--- src/hdl/iprc_pkg.sv ---
// constants and types for the interrupt priority control block
// Notes on behaviour
// - master enable at 0 blocks every interrupt request from being processed.
// - master enable at 1 lets each enabled request through at its priority.
// - priority field 000 puts every source at low priority.
// - field 001 raises basic timer and external four together.
// - field 010 raises external zero only; 011 raises external one only.
// - fields 100 to 111 raise serial, timer zero, timer one, key.
// - master enable writable by bit or nibble access; priority bits nibble only.
package iprc_pkg;

  // ==========================================================================
  // register map
  localparam logic [11:0] PRIO_REG_INDEX = 12'h0fb2;
  localparam logic [15:0] PRIO_REG_ADDR  = {2'b00, PRIO_REG_INDEX, 2'b00};
  localparam logic [15:0] MEN_BIT_ADDR   = 16'h0000;
  localparam logic [15:0] STATUS_ADDR    = 16'h0004;
  localparam int          ADDR_W         = 16;

  // ==========================================================================
  // field layout and reset values
  localparam int          MEN_BIT        = 3;
  localparam int          SEL_LSB        = 0;
  localparam int          SEL_W          = 3;
  localparam logic [3:0]  PRIO_RESET     = 4'h0;
  localparam int          NUM_SRC        = 8;

  // ==========================================================================
  // source indices
  localparam int SRC_BASIC_TIMER = 0;
  localparam int SRC_EXT_FOUR    = 1;
  localparam int SRC_EXT_ZERO    = 2;
  localparam int SRC_EXT_ONE     = 3;
  localparam int SRC_SERIAL      = 4;
  localparam int SRC_TIMER_ZERO  = 5;
  localparam int SRC_TIMER_ONE   = 6;
  localparam int SRC_KEY         = 7;

  // ==========================================================================
  // priority field encodings
  typedef enum logic [2:0] {
    IPRC_SEL_NONE        = 3'b000,
    IPRC_SEL_TIMER_EXT4  = 3'b001,
    IPRC_SEL_EXT_ZERO    = 3'b010,
    IPRC_SEL_EXT_ONE     = 3'b011,
    IPRC_SEL_SERIAL      = 3'b100,
    IPRC_SEL_TIMER_ZERO  = 3'b101,
    IPRC_SEL_TIMER_ONE   = 3'b110,
    IPRC_SEL_KEY         = 3'b111
  } iprc_sel_t;

  localparam logic [1:0] RESP_OKAY   = 2'b00;
  localparam logic [1:0] RESP_SLVERR = 2'b10;

endpackage

--- src/hdl/iprc_res_if.sv ---
// link between the register side and the priority resolver
`timescale 1ns/1ns
interface iprc_res_if #(parameter int N = 8);
  logic [N-1:0] req;
  logic [N-1:0] enable;
  logic         masterEnable;
  logic [2:0]   sel;
  logic [N-1:0] hiActive;
  logic [N-1:0] loActive;

  modport ctrl (output req, output enable, output masterEnable, output sel,
                input hiActive, input loActive);
  modport res  (input req, input enable, input masterEnable, input sel,
                output hiActive, output loActive);
endinterface

--- src/hdl/iprc_top.sv ---
// interrupt priority control with an AXI4-Lite register port
`timescale 1ns/1ns
module iprc_top #(
  parameter int N = 8
) (
  input  wire logic             clk,
  input  wire logic             arst_n,
  input  wire logic             ce,
  input  wire logic [N-1:0]     irqReq,
  input  wire logic [N-1:0]     irqEnable,
  output logic                  serviceHigh_q,
  output logic                  serviceLow_q,
  output logic [2:0]            serviceIdx_q,
  output logic                  masterIrqEnable_q,
  input  wire logic [15:0]      s_axi_awaddr,
  input  wire logic             s_axi_awvalid,
  output logic                  s_axi_awready,
  input  wire logic [31:0]      s_axi_wdata,
  input  wire logic [3:0]       s_axi_wstrb,
  input  wire logic             s_axi_wvalid,
  output logic                  s_axi_wready,
  output logic [1:0]            s_axi_bresp,
  output logic                  s_axi_bvalid,
  input  wire logic             s_axi_bready,
  input  wire logic [15:0]      s_axi_araddr,
  input  wire logic             s_axi_arvalid,
  output logic                  s_axi_arready,
  output logic [31:0]           s_axi_rdata,
  output logic [1:0]            s_axi_rresp,
  output logic                  s_axi_rvalid,
  input  wire logic             s_axi_rready
);

  // ==========================================================================
  // priority register state
  logic [2:0]  prioSel_q;
  logic        awHeld_q;
  logic        wHeld_q;
  logic [15:0] awAddr_q;
  logic [31:0] wData_q;
  logic [3:0]  wStrb_q;
  logic        doWrite;
  logic        hitPrio;
  logic        hitMen;
  logic        hitStatus;

  iprc_res_if #(.N(N)) resBus ();

  assign resBus.req          = irqReq;
  assign resBus.enable       = irqEnable;
  assign resBus.masterEnable = masterIrqEnable_q;
  assign resBus.sel          = prioSel_q;

  iprc_resolver #(.N(N)) u_res (
    .r (resBus)
  );

  // ==========================================================================
  // write address and data capture, either order
  assign doWrite = awHeld_q & wHeld_q & ~s_axi_bvalid;
  assign hitPrio = (awAddr_q == iprc_pkg::PRIO_REG_ADDR);
  assign hitMen  = (awAddr_q == iprc_pkg::MEN_BIT_ADDR);

  always_ff @(posedge clk or negedge arst_n) begin
    if (!arst_n) begin
      awHeld_q      <= 1'b0;
      awAddr_q      <= 16'h0000;
      s_axi_awready <= 1'b1;
    end else if (ce) begin
      if (s_axi_awvalid && s_axi_awready) begin
        awHeld_q      <= 1'b1;
        awAddr_q      <= s_axi_awaddr;
        s_axi_awready <= 1'b0;
      end else if (doWrite) begin
        awHeld_q <= 1'b0;
      end else if (s_axi_bvalid && s_axi_bready) begin
        s_axi_awready <= 1'b1;
      end
    end
  end

  always_ff @(posedge clk or negedge arst_n) begin
    if (!arst_n) begin
      wHeld_q      <= 1'b0;
      wData_q      <= 32'h0000_0000;
      wStrb_q      <= 4'h0;
      s_axi_wready <= 1'b1;
    end else if (ce) begin
      if (s_axi_wvalid && s_axi_wready) begin
        wHeld_q      <= 1'b1;
        wData_q      <= s_axi_wdata;
        wStrb_q      <= s_axi_wstrb;
        s_axi_wready <= 1'b0;
      end else if (doWrite) begin
        wHeld_q <= 1'b0;
      end else if (s_axi_bvalid && s_axi_bready) begin
        s_axi_wready <= 1'b1;
      end
    end
  end

  // ==========================================================================
  // write response
  always_ff @(posedge clk or negedge arst_n) begin
    if (!arst_n) begin
      s_axi_bvalid <= 1'b0;
      s_axi_bresp  <= iprc_pkg::RESP_OKAY;
    end else if (ce) begin
      if (doWrite) begin
        s_axi_bvalid <= 1'b1;
        s_axi_bresp  <= (hitPrio || hitMen) ? iprc_pkg::RESP_OKAY : iprc_pkg::RESP_SLVERR;
      end else if (s_axi_bvalid && s_axi_bready) begin
        s_axi_bvalid <= 1'b0;
      end
    end
  end

  // ==========================================================================
  // priority register: nibble access writes all, bit access only the enable
  always_ff @(posedge clk or negedge arst_n) begin
    if (!arst_n) begin
      masterIrqEnable_q <= iprc_pkg::PRIO_RESET[iprc_pkg::MEN_BIT];
      prioSel_q         <= iprc_pkg::PRIO_RESET[2:0];
    end else if (ce && doWrite && wStrb_q[0]) begin
      if (hitPrio) begin
        masterIrqEnable_q <= wData_q[iprc_pkg::MEN_BIT];
        prioSel_q         <= wData_q[iprc_pkg::SEL_LSB +: iprc_pkg::SEL_W];
      end else if (hitMen) begin
        masterIrqEnable_q <= wData_q[0];
      end
    end
  end

  // ==========================================================================
  // read channel; the priority register is write-only and reads as zero
  assign hitStatus = (s_axi_araddr == iprc_pkg::STATUS_ADDR);

  always_ff @(posedge clk or negedge arst_n) begin
    if (!arst_n) begin
      s_axi_arready <= 1'b1;
      s_axi_rvalid  <= 1'b0;
      s_axi_rdata   <= 32'h0000_0000;
      s_axi_rresp   <= iprc_pkg::RESP_OKAY;
    end else if (ce) begin
      if (s_axi_arvalid && s_axi_arready) begin
        s_axi_arready <= 1'b0;
        s_axi_rvalid  <= 1'b1;
        s_axi_rresp   <= iprc_pkg::RESP_OKAY;
        if (hitStatus) begin
          s_axi_rdata <= {8'h00, resBus.loActive, resBus.hiActive,
                          4'h0, masterIrqEnable_q, prioSel_q};
        end else if (s_axi_araddr == iprc_pkg::PRIO_REG_ADDR ||
                     s_axi_araddr == iprc_pkg::MEN_BIT_ADDR) begin
          s_axi_rdata <= 32'h0000_0000;
        end else begin
          s_axi_rdata <= 32'h0000_0000;
          s_axi_rresp <= iprc_pkg::RESP_SLVERR;
        end
      end else if (s_axi_rvalid && s_axi_rready) begin
        s_axi_rvalid  <= 1'b0;
        s_axi_arready <= 1'b1;
      end
    end
  end

  // ==========================================================================
  // service selection: any high request beats all low ones
  logic [2:0] pickIdx;
  logic       anyHigh;
  logic       anyLow;

  always_comb begin
    pickIdx = 3'h0;
    anyHigh = |resBus.hiActive;
    anyLow  = |resBus.loActive;
    // lowest index wins inside a group; scan downward so it ends last
    for (int k = N - 1; k >= 0; k--) begin
      if (anyHigh ? resBus.hiActive[k] : resBus.loActive[k]) begin
        pickIdx = 3'(k);
      end
    end
  end

  always_ff @(posedge clk or negedge arst_n) begin
    if (!arst_n) begin
      serviceHigh_q <= 1'b0;
      serviceLow_q  <= 1'b0;
      serviceIdx_q  <= 3'h0;
    end else if (ce) begin
      serviceHigh_q <= anyHigh;
      serviceLow_q  <= anyLow & ~anyHigh;
      serviceIdx_q  <= pickIdx;
    end
  end

endmodule

--- src/hdl/iprc_resolver.sv ---
// splits enabled requests into high and low priority groups
`timescale 1ns/1ns
module iprc_resolver #(
  parameter int N = 8
) (
  iprc_res_if.res r
);

  // ==========================================================================
  // per-source priority class
  genvar i;
  generate
    for (i = 0; i < N; i++) begin : g_src
      logic isHigh;
      logic live;
      // the pair case is the only code that lifts two sources at once
      if (i == iprc_pkg::SRC_BASIC_TIMER || i == iprc_pkg::SRC_EXT_FOUR) begin : g_pair
        assign isHigh = (r.sel == iprc_pkg::IPRC_SEL_TIMER_EXT4);
      end else begin : g_single
        assign isHigh = (r.sel == 3'(i));
      end
      assign live          = r.req[i] & r.enable[i] & r.masterEnable;
      assign r.hiActive[i] = live & isHigh;
      assign r.loActive[i] = live & ~isHigh;
    end
  endgenerate

endmodule

--- config.mk ---
export PLATFORM = sky130hd
export DESIGN_NAME = iprc_top
export DESIGN_NICKNAME = d
export VERILOG_FILES = /design/src/hdl/iprc_pkg.sv /design/src/hdl/iprc_res_if.sv /design/src/hdl/iprc_top.sv /design/src/hdl/iprc_resolver.sv
export SDC_FILE = /design/constraint.sdc
export NUM_CORES = 1
export LEC_CHECK = 0
export BUFFER_PORTS_ARGS = -buffer_cell sky130_fd_sc_hd__buf_2
export CORE_MARGIN = 2
export CORE_UTILIZATION = 37
export CTS_CLUSTER_SIZE = 25
export DETAILED_ROUTE_END_ITERATION = 8
export PLACE_DENSITY = 0.64
export RECOVER_POWER = 25
export SLEW_MARGIN = 20
export SYNTH_ARGS = -nofsm -noshare
export SYNTH_HDL_FRONTEND = slang
export SYNTH_SLANG_ARGS = --single-unit
--- constraint.sdc ---
create_clock -name clk -period 2.17 [get_ports clk]
set_input_delay 0.434 -clock clk [delete_from_list [all_inputs] [get_ports clk]]
set_output_delay 0.434 -clock clk [all_outputs]
set_load 0.03 [all_outputs]
==> impl_results.md, run 1 <==
- Post-detail-place hpwl: 5170 um
- Final setup vio count: 0
- CTS tree: built
- Final worst path period share: 93.9%
- Die Footprint: 8450 sq um
- Slew HR: 55.4%
- Sequential share of the synthesized area: 51.7%
- Synth cell count leaders: dfrtp_1 (56), nand2_1 (35), mux2_2 (22)
- Number of flops mapped to enable cells by yosys: 0
- Least-Margin Pin Slew: 0.669 ns
- PortBufs: 93
- # H-tree levels: 3
- Min Hold Slack: 0.290 ns
- Outcome: complete, no violations
- Worst Path Arrival: 2.28 ns
- CTS buffer count: 9
- Crit-path max FO: 11
- Filler Cell Count: 720
- Iter 0 DRT Violations: 93
- CORE AREA: 7610 sq um
- Post-CTS Setup Bufs: 0
- Via count: 2422
- Layout area overhead: 31.4%
- Initial antenna violation count: 0
- Tmin final: 2.04 ns
- DRC: 0
- Die height: 91.9 um
- Worst Setup Path Type: reg -> reg
- Setup Skew: 0.0164 ns
- Cells on worst reg2reg path: 6
- Crit path required time: 2.41 ns
- Gr ovfl total: 0
- Layout cells sized above 1: 42.6%
- # IOs: 139
- Vias in the first global route: 2354
- MaxCap Viol Count: 0
- RD Place Congestion: 0.932
- Multi-input gate area: 1250 sq um
- Flops & latches, synth: 59
- Yosys warns: 0
- Vias per cell: 5.02
- Leakage dissipation: 1.96 nW
- GRT Resource Usage Total: 16.1%
- Average wire per standard cell: 13.6 um
- Post-synth cell types: 48
- Worst vdd ir: 0.511 mV
- Asr flop ratio synth: 100%
- Most frequent cell after synthesis: dfrtp_1
- Ant diodes: 0
- Fmax: 0.491 GHz
- Cell row count: 32
- Cell taking the most area after synthesis: dfrtp_1
- Worst Hold Class: in -> reg
- Clock Latency Late Sink: 0.34 ns
- Cell Area, Synth: 2860 sq um
- Fin. Hold Viols: 0
- Top post-synthesis cells by area: dfrtp_1 (49%), mux2_2 (8.7%), buf_4 (4.7%)
- Power Density: 700 nW/um^2
- First-pass GRT wire length: 10800 um
- Cells after Synth: 262
- NumNets Final: 467
- Largest net degree at the start of global routing: 52
- Post-synth top flop: dfrtp_1
- CTS root buf: clkbuf_8
- CTS Sinks: 59
- Worst hold path depth: 2
- Setup TNS: 0 ns
- Sequential Area: 1480 sq um
- Final Routed Wirelength: 6570 um
- Horiz. Die Dim: 91.9 um
- Crit end category: register
- Max Root-Sink Buffers: 2
- Pins Over Slew Limit: 0
- Routed Antenna Nets: 0
- DRT Pass-1 Iters: 5
- Starting Density: 37.6%
- Startpoint types: register
- Synth Area per Inst: 10.9 sq um
- Clock Pin Slew Worst Setup and Hold Paths: 0.07 ns
- Share of the synthesized area in the top cell type: 49.0%
## what timing repair did
action,4_1_cts,5_1_grt
setup endpoints to repair,0,1
resized for setup,0,2
endpoints found under the hold margin,8,0
hold buffers,1,0
## per-layer routing
metal	part of all wire, %	track usage (%)	wire, um
met5	0	0	0
met4	0.32	3.36	21
met3	8.4	6.24	553
met2	50	27.7	3310
met1	41	19.3	2690
## power breakdown
group | switching (mW) | leakage [nW] | internal, mW
logic | 0.122 | 1.05 | 0.0955
clock network | 0.457 | 0.120 | 0.770
registers | 0.0298 | 0.786 | 1.16
## critical path, stage by stage (launching register included)
cell and delay [ns]:
dfrtp_1 0.58, nand3_1 0.20, o32ai_1 0.44, a2111oi_4 0.14, a21oi_1 0.23, o21ai_1 0.11
o32ai_2 0.25
## path summary, 6_finish.rpt
check	end	from	slack [ns]
worst max-delay path	serviceIdx_q[2]	masterIrqEnable_q	0.13
worst min-delay path	s_axi_arready	s_axi_arvalid	0.29
worst max register to register	serviceIdx_q[2]	masterIrqEnable_q	0.13
worst min register to register	s_axi_wready	s_axi_wready	0.48
max in group asynchronous	awAddr_q[13]	arst_n	0.49
min in group asynchronous	s_axi_rdata[12]	arst_n	0.58
## layout make-up
class                   count  area share [%]
flip-flops and latches     59            39.4
multi-input cells         183            33.3
repair buffers            114            16.5
well taps                 102            3.40
clock buffers               9            3.30
clock inverters             7            3.30
inverters                   8           0.799
## flip-flops by register name, indices dropped and copies added, names as in the netlist, 3 cells and up
signal	cells
awAddr_q	16
prioSel_q	3
s_axi_rdata	20
serviceIdx_q	3
wData_q	4
## placed cells by master (no fill, tap or decap), drive strengths merged, types with 2 or more instances in the layout
master,count
a21boi,2
a21oi,9
a22o,14
a31oi,8
a32o,5
and2,2
and3,6
buf,110
bufinv,3
clkbuf,12
clkinv,2
conb,14
dfrtp,56
dfstp,3
inv,9
mux2,24
nand2,35
nand3,9
nand4,3
nor2,5
nor2b,2
nor3,6
nor3b,2
nor4,10
o21ai,10
o22ai,2
o32ai,2
or3,2
## cells by family (layout without fill, tap and decap cells)
family / Yosys count / count (layout) / share of synthesized area [%]
multiplexers: 24 / 24 / 9.44
AND/OR/NAND/NOR: 87 / 87 / 16.5
buffers and inverters: 33 / 138 / 6.73
AO/OA/AOI/OAI: 58 / 58 / 15.4
flip-flops: 59 / 59 / 51.7
other: 1 / 14 / 0.131
## metrics by stage
stage / area, sq um / worst slack [ns] / utilization [%] / power, mW / cells
6_report: 3760 / 0.133 / 49.4 / 2.63 / 482
5_1_grt: 3760 / -0.00567 / 49.4 / 2.76 / 482
4_1_cts: 3760 / 0.134 / 49.4 / 2.68 / 482
3_5_place_dp: 3500 / 0.0768 / 46.1 / 1.43 / 465
3_3_place_gp: 3500 / 0.0840 / 46.1 / 1.42 / 465
2_1_floorplan: 2910 / 0.290 / - / 1.34 / 275
(Power assumes the default switching activity.)
==> run 2, diff against run 1 <==
--- a/config.mk
+++ b/config.mk
@@ -10,9 +10,10 @@
 export CORE_UTILIZATION = 37
 export CTS_CLUSTER_SIZE = 25
 export DETAILED_ROUTE_END_ITERATION = 8
-export PLACE_DENSITY = 0.64
+export PLACE_DENSITY = 0.65
 export RECOVER_POWER = 25
 export SLEW_MARGIN = 20
 export SYNTH_ARGS = -nofsm -noshare
 export SYNTH_HDL_FRONTEND = slang
+export SYNTH_HIERARCHICAL = 1
 export SYNTH_SLANG_ARGS = --single-unit
==> impl_results.md, run 2 <==
- Design area: 3770 sq um (was 3760 sq um)
- Vias per cell: 5.04 (was 5.02)
- Number of flops mapped to enable cells by yosys: 0 (unchanged)
- Multi-input gate area: 1290 sq um (was 1250 sq um)
- Net Sw Power: 0.586 mW (was 0.608 mW)
- Sequential Area: 1480 sq um (about the same)
- Final worst path period share: 94.1% (was 93.9%)
- Critical path's slowest cell: dfrtp_2 (was dfrtp_1)
- Sequential share of the synthesized area: 52.4% (was 51.7%)
- Yosys warns: 6 (was 0)
- Worst slack at placement: 0.0352 ns (was 0.0768 ns)
- Max FFs per register: 20 (unchanged)
- Most frequent cell after synthesis: dfrtp_1 (unchanged)
- Adder-cell area share of the yosys netlist: 0% (unchanged)
- Die height: 91.4 um (was 91.9 um)
- PortBufs: 93 (unchanged)
- Cell Area, Synth: 2820 sq um (was 2860 sq um)
- Final Routed Wirelength: 6860 um (was 6570 um)
- DP Area: 3520 sq um (was 3500 sq um)
- CTS Hold Bufs: 0 (was 1)
- CORE AREA: 7330 sq um (was 7610 sq um)
- Largest family of logic cells by synthesized area: simple AND/OR/NAND/NOR gates (unchanged)
- Fmax: 0.490 GHz (was 0.491 GHz)
- Top Family by Delay on Critical Path: simple AND/OR/NAND/NOR gates (was compound AO/OA/AOI/OAI gates)
- Cells after Synth: 260 (was 262)
- Met2 usage: 28.8% (was 27.7%)
- Layout area overhead: 33.5% (was 31.4%)
- Final Util: 51.4% (was 49.4%)
- Flop pwr share: 47.2% (was 45.1%)
- Int Pwr: 1.93 mW (was 2.02 mW)
- Clock Pin Slew Worst Setup and Hold Paths: 0.07 ns (about the same)
- Synth cell count leaders: dfrtp_1 (56), nand2_1 (30), mux2_2 (25) (was dfrtp_1 (56), nand2_1 (35), mux2_2 (22))
- DRT Pass-1 Iters: 4 (was 5)
- Synth Area per Inst: 10.9 sq um (about the same)
- Largest net degree at the start of global routing: 35 (was 52)
- First-pass GRT wire length: 11200 um (was 10800 um)
- # IOs: 139 (unchanged)
- Crit-path max cell delay: 0.47 ns (was 0.58 ns)
- Mux cell area share after synthesis: 10.5% (was 9.44%)
- CTS root buf: clkbuf_8 (unchanged)
- MaxCap Viol Count: 0 (unchanged)
- Die Footprint: 8350 sq um (was 8450 sq um)
- Starting Density: 38.5% (was 37.6%)
- Worst Setup Path Type: reg -> reg (unchanged)
- Crit end category: register (unchanged)
- Pins Over Slew Limit: 0 (unchanged)
- Worst hold path depth: 2 (unchanged)
- Synth Area in Simple Gates: 16.7% (was 16.5%)
- Outcome: complete, no violations (unchanged)
- Hold-critical path endpoint: s_axi_arready (unchanged)
- Cell row count: 31 (was 32)
- Via count: 2411 (was 2422)
- Worst r2r dst: serviceIdx_q[2] (unchanged)
- Area fraction in compound gates after synthesis: 14.1% (was 15.4%)
- Crit-path max FO: 9 (was 11)
- Worst Hold Class: in -> reg (unchanged)
- Post-synth top flop: dfrtp_1 (unchanged)
- Leakage dissipation: 1.95 nW (was 1.96 nW)
- CP Cell Sequence: nand2b_2, nor3_1, buf_4, nor4_1, and2_1, a21oi_2, nand2b_1, o41ai_2 (was nand3_1, o32ai_1, a2111oi_4, a21oi_1, o21ai_1, o32ai_2)
- Biggest regs: s_axi_rdata: 20 flops, awAddr_q: 16 flops, wData_q: 4 flops (unchanged)
- CTS buffer count: 9 (unchanged)
- Cell taking the most area after synthesis: dfrtp_1 (unchanged)
- Reg-to-reg startpoint: prioSel_q[2] (was masterIrqEnable_q)
- GR Util met1: 19.7% (was 19.3%)
- Post-CTS Setup Bufs: 0 (unchanged)
- Vias in the first global route: 2422 (was 2354)
- Post-detail-place hpwl: 5250 um (was 5170 um)
- GRT Resource Usage Total: 17.0% (was 16.1%)
- Busiest layer in global routing: met2 (unchanged)
- RD Place Congestion: 0.868 (was 0.932)
- Max Root-Sink Buffers: 2 (unchanged)
- # resized after CTS: 0 (unchanged)
- Horiz. Die Dim: 91.4 um (was 91.9 um)
- Hold Startpoint: s_axi_arvalid (unchanged)
- Slew HR: 1.32% (was 55.4%)
- CTS tree: built (unchanged)
- Least-Margin Pin Slew: 1.48 ns (was 0.669 ns)
- Worst Path Arrival: 2.28 ns (about the same)
- CP Buf/Inv Count: 1 (was 0)
- Share of the synthesized area in the top cell type: 49.6% (was 49.0%)
- Crit path required time: 2.40 ns (was 2.41 ns)
- Layout cells sized above 1: 46.4% (was 42.6%)
- Ant diodes: 0 (unchanged)
- Met3 Use GR: 6.72% (was 6.24%)
- Flops & latches, synth: 59 (unchanged)
- R2r setup slk: 0.13 ns (about the same)
- Setup WS post-layout: 0.128 ns (was 0.133 ns)
- Final setup vio count: 0 (unchanged)
- Fin. Hold Viols: 0 (unchanged)
- Top post-synthesis cells by area: dfrtp_1 (50%), mux2_2 (10%), a22o_1 (6.2%) (was dfrtp_1 (49%), mux2_2 (8.7%), buf_4 (4.7%))
- Post-synthesis xor/xnor area fraction: 0% (unchanged)
- Final Power: 2.51 mW (was 2.63 mW)
- CTS Sinks: 59 (unchanged)
- Most common cell after layout, fill and taps aside: buf_2 (unchanged)
- Min Hold Slack: 0.260 ns (was 0.290 ns)
- Gr ovfl total: 0 (unchanged)
- Largest reg by FF count: s_axi_rdata (unchanged)
- Cells on worst reg2reg path: 8 (was 6)
- Startpoint types: register (unchanged)
- Routed Antenna Nets: 0 (unchanged)
- Power Density: 667 nW/um^2 (was 700 nW/um^2)
- Setup Skew: 0.00587 ns (was 0.0164 ns)
- Clock power share: 43.7% (was 46.6%)
- Sw Ratio: 23.3% (was 23.1%)
- Iter 0 DRT Violations: 73 (was 93)
- Initial antenna violation count: 0 (unchanged)
- Combinational power share: 9.1% (was 8.2%)
- Clock Latency Late Sink: 0.34 ns (about the same)
- Average wire per standard cell: 14.4 um (was 13.6 um)
- Worst vdd ir: 0.377 mV (was 0.511 mV)
- Post-synth cell types: 36 (was 48)
- Tmin final: 2.04 ns (about the same)
- # H-tree levels: 3 (unchanged)
- Asr flop ratio synth: 100% (unchanged)
- DRC: 0 (unchanged)
- Filler Cell Count: 692 (was 720)
- Most frequent cells in the layout: buf_2 (92), dfrtp_1 (55), nand2_1 (30) (was buf_2 (92), dfrtp_1 (56), nand2_1 (35))
- NumNets Final: 467 (unchanged)
## run 2: cell types whose count changed after synthesis, moves of 6 or more
cell,previous run,this run
nor2_1,5,12
nand2b_1,0,6
and3_1,6,0
a22o_1,14,20
## run 2: metrics by stage
step / setup TNS [ns] / cells
after floorplan: 0 / 273
after global placement: 0 / 463
after detailed placement: 0 / 463
after CTS: 0 / 478
after global routing: -0.0142 / 478
final: 0 / 478
## run 2: final cells by class
type	instances	area share [%]
Inverter	9	0.896
Multi-Input combinational cell	183	34.2
Tap cell	99	3.29
Clock inverter	5	2.06
Clock buffer	10	3.65
Sequential cell	59	39.3
Timing Repair Buffer	113	16.6
## run 2: worst max path at each step
| stage | slack (ns) | startpoint | endpoint | depth (start not counted) |
|---|---|---|---|---|
| finish | 0.13 | prioSel_q[2] | serviceIdx_q[2] | 8 |
| global placement | 0.09 | prioSel_q[2] | serviceIdx_q[2] | 7 |
| floorplan | 0.006 | masterIrqEnable_q | serviceIdx_q[2] | 8 |
| detailed placement | 0.04 | prioSel_q[2] | serviceIdx_q[2] | 7 |
| CTS | 0.006 | prioSel_q[2] | serviceIdx_q[2] | 7 |
| global route | -0.01 | prioSel_q[2] | serviceIdx_q[2] | 8 |
## run 2: kinds of logic after synthesis
group | count (synthesis)
buffers and inverters | 31
DFF | 59
AOI/OAI and AO/OA | 53
other | 1
and+or+nand+nor | 90
muxes | 26
## run 2: layer usage
layer,wire [um],part of all wire [%]
met5,0,0
met4,109,1.6
met3,507,7.4
met2,3380,49
met1,2860,42
## run 2: power by group through the flow
stage	sequential (mW)	combinational, mW	clock, mW
after floorplan	1.21	0.137	0
after global placement	1.20	0.222	0
final	1.19	0.229	1.10
after CTS	1.19	0.232	1.13
after detailed placement	1.21	0.230	0
after global routing	1.19	0.256	1.18
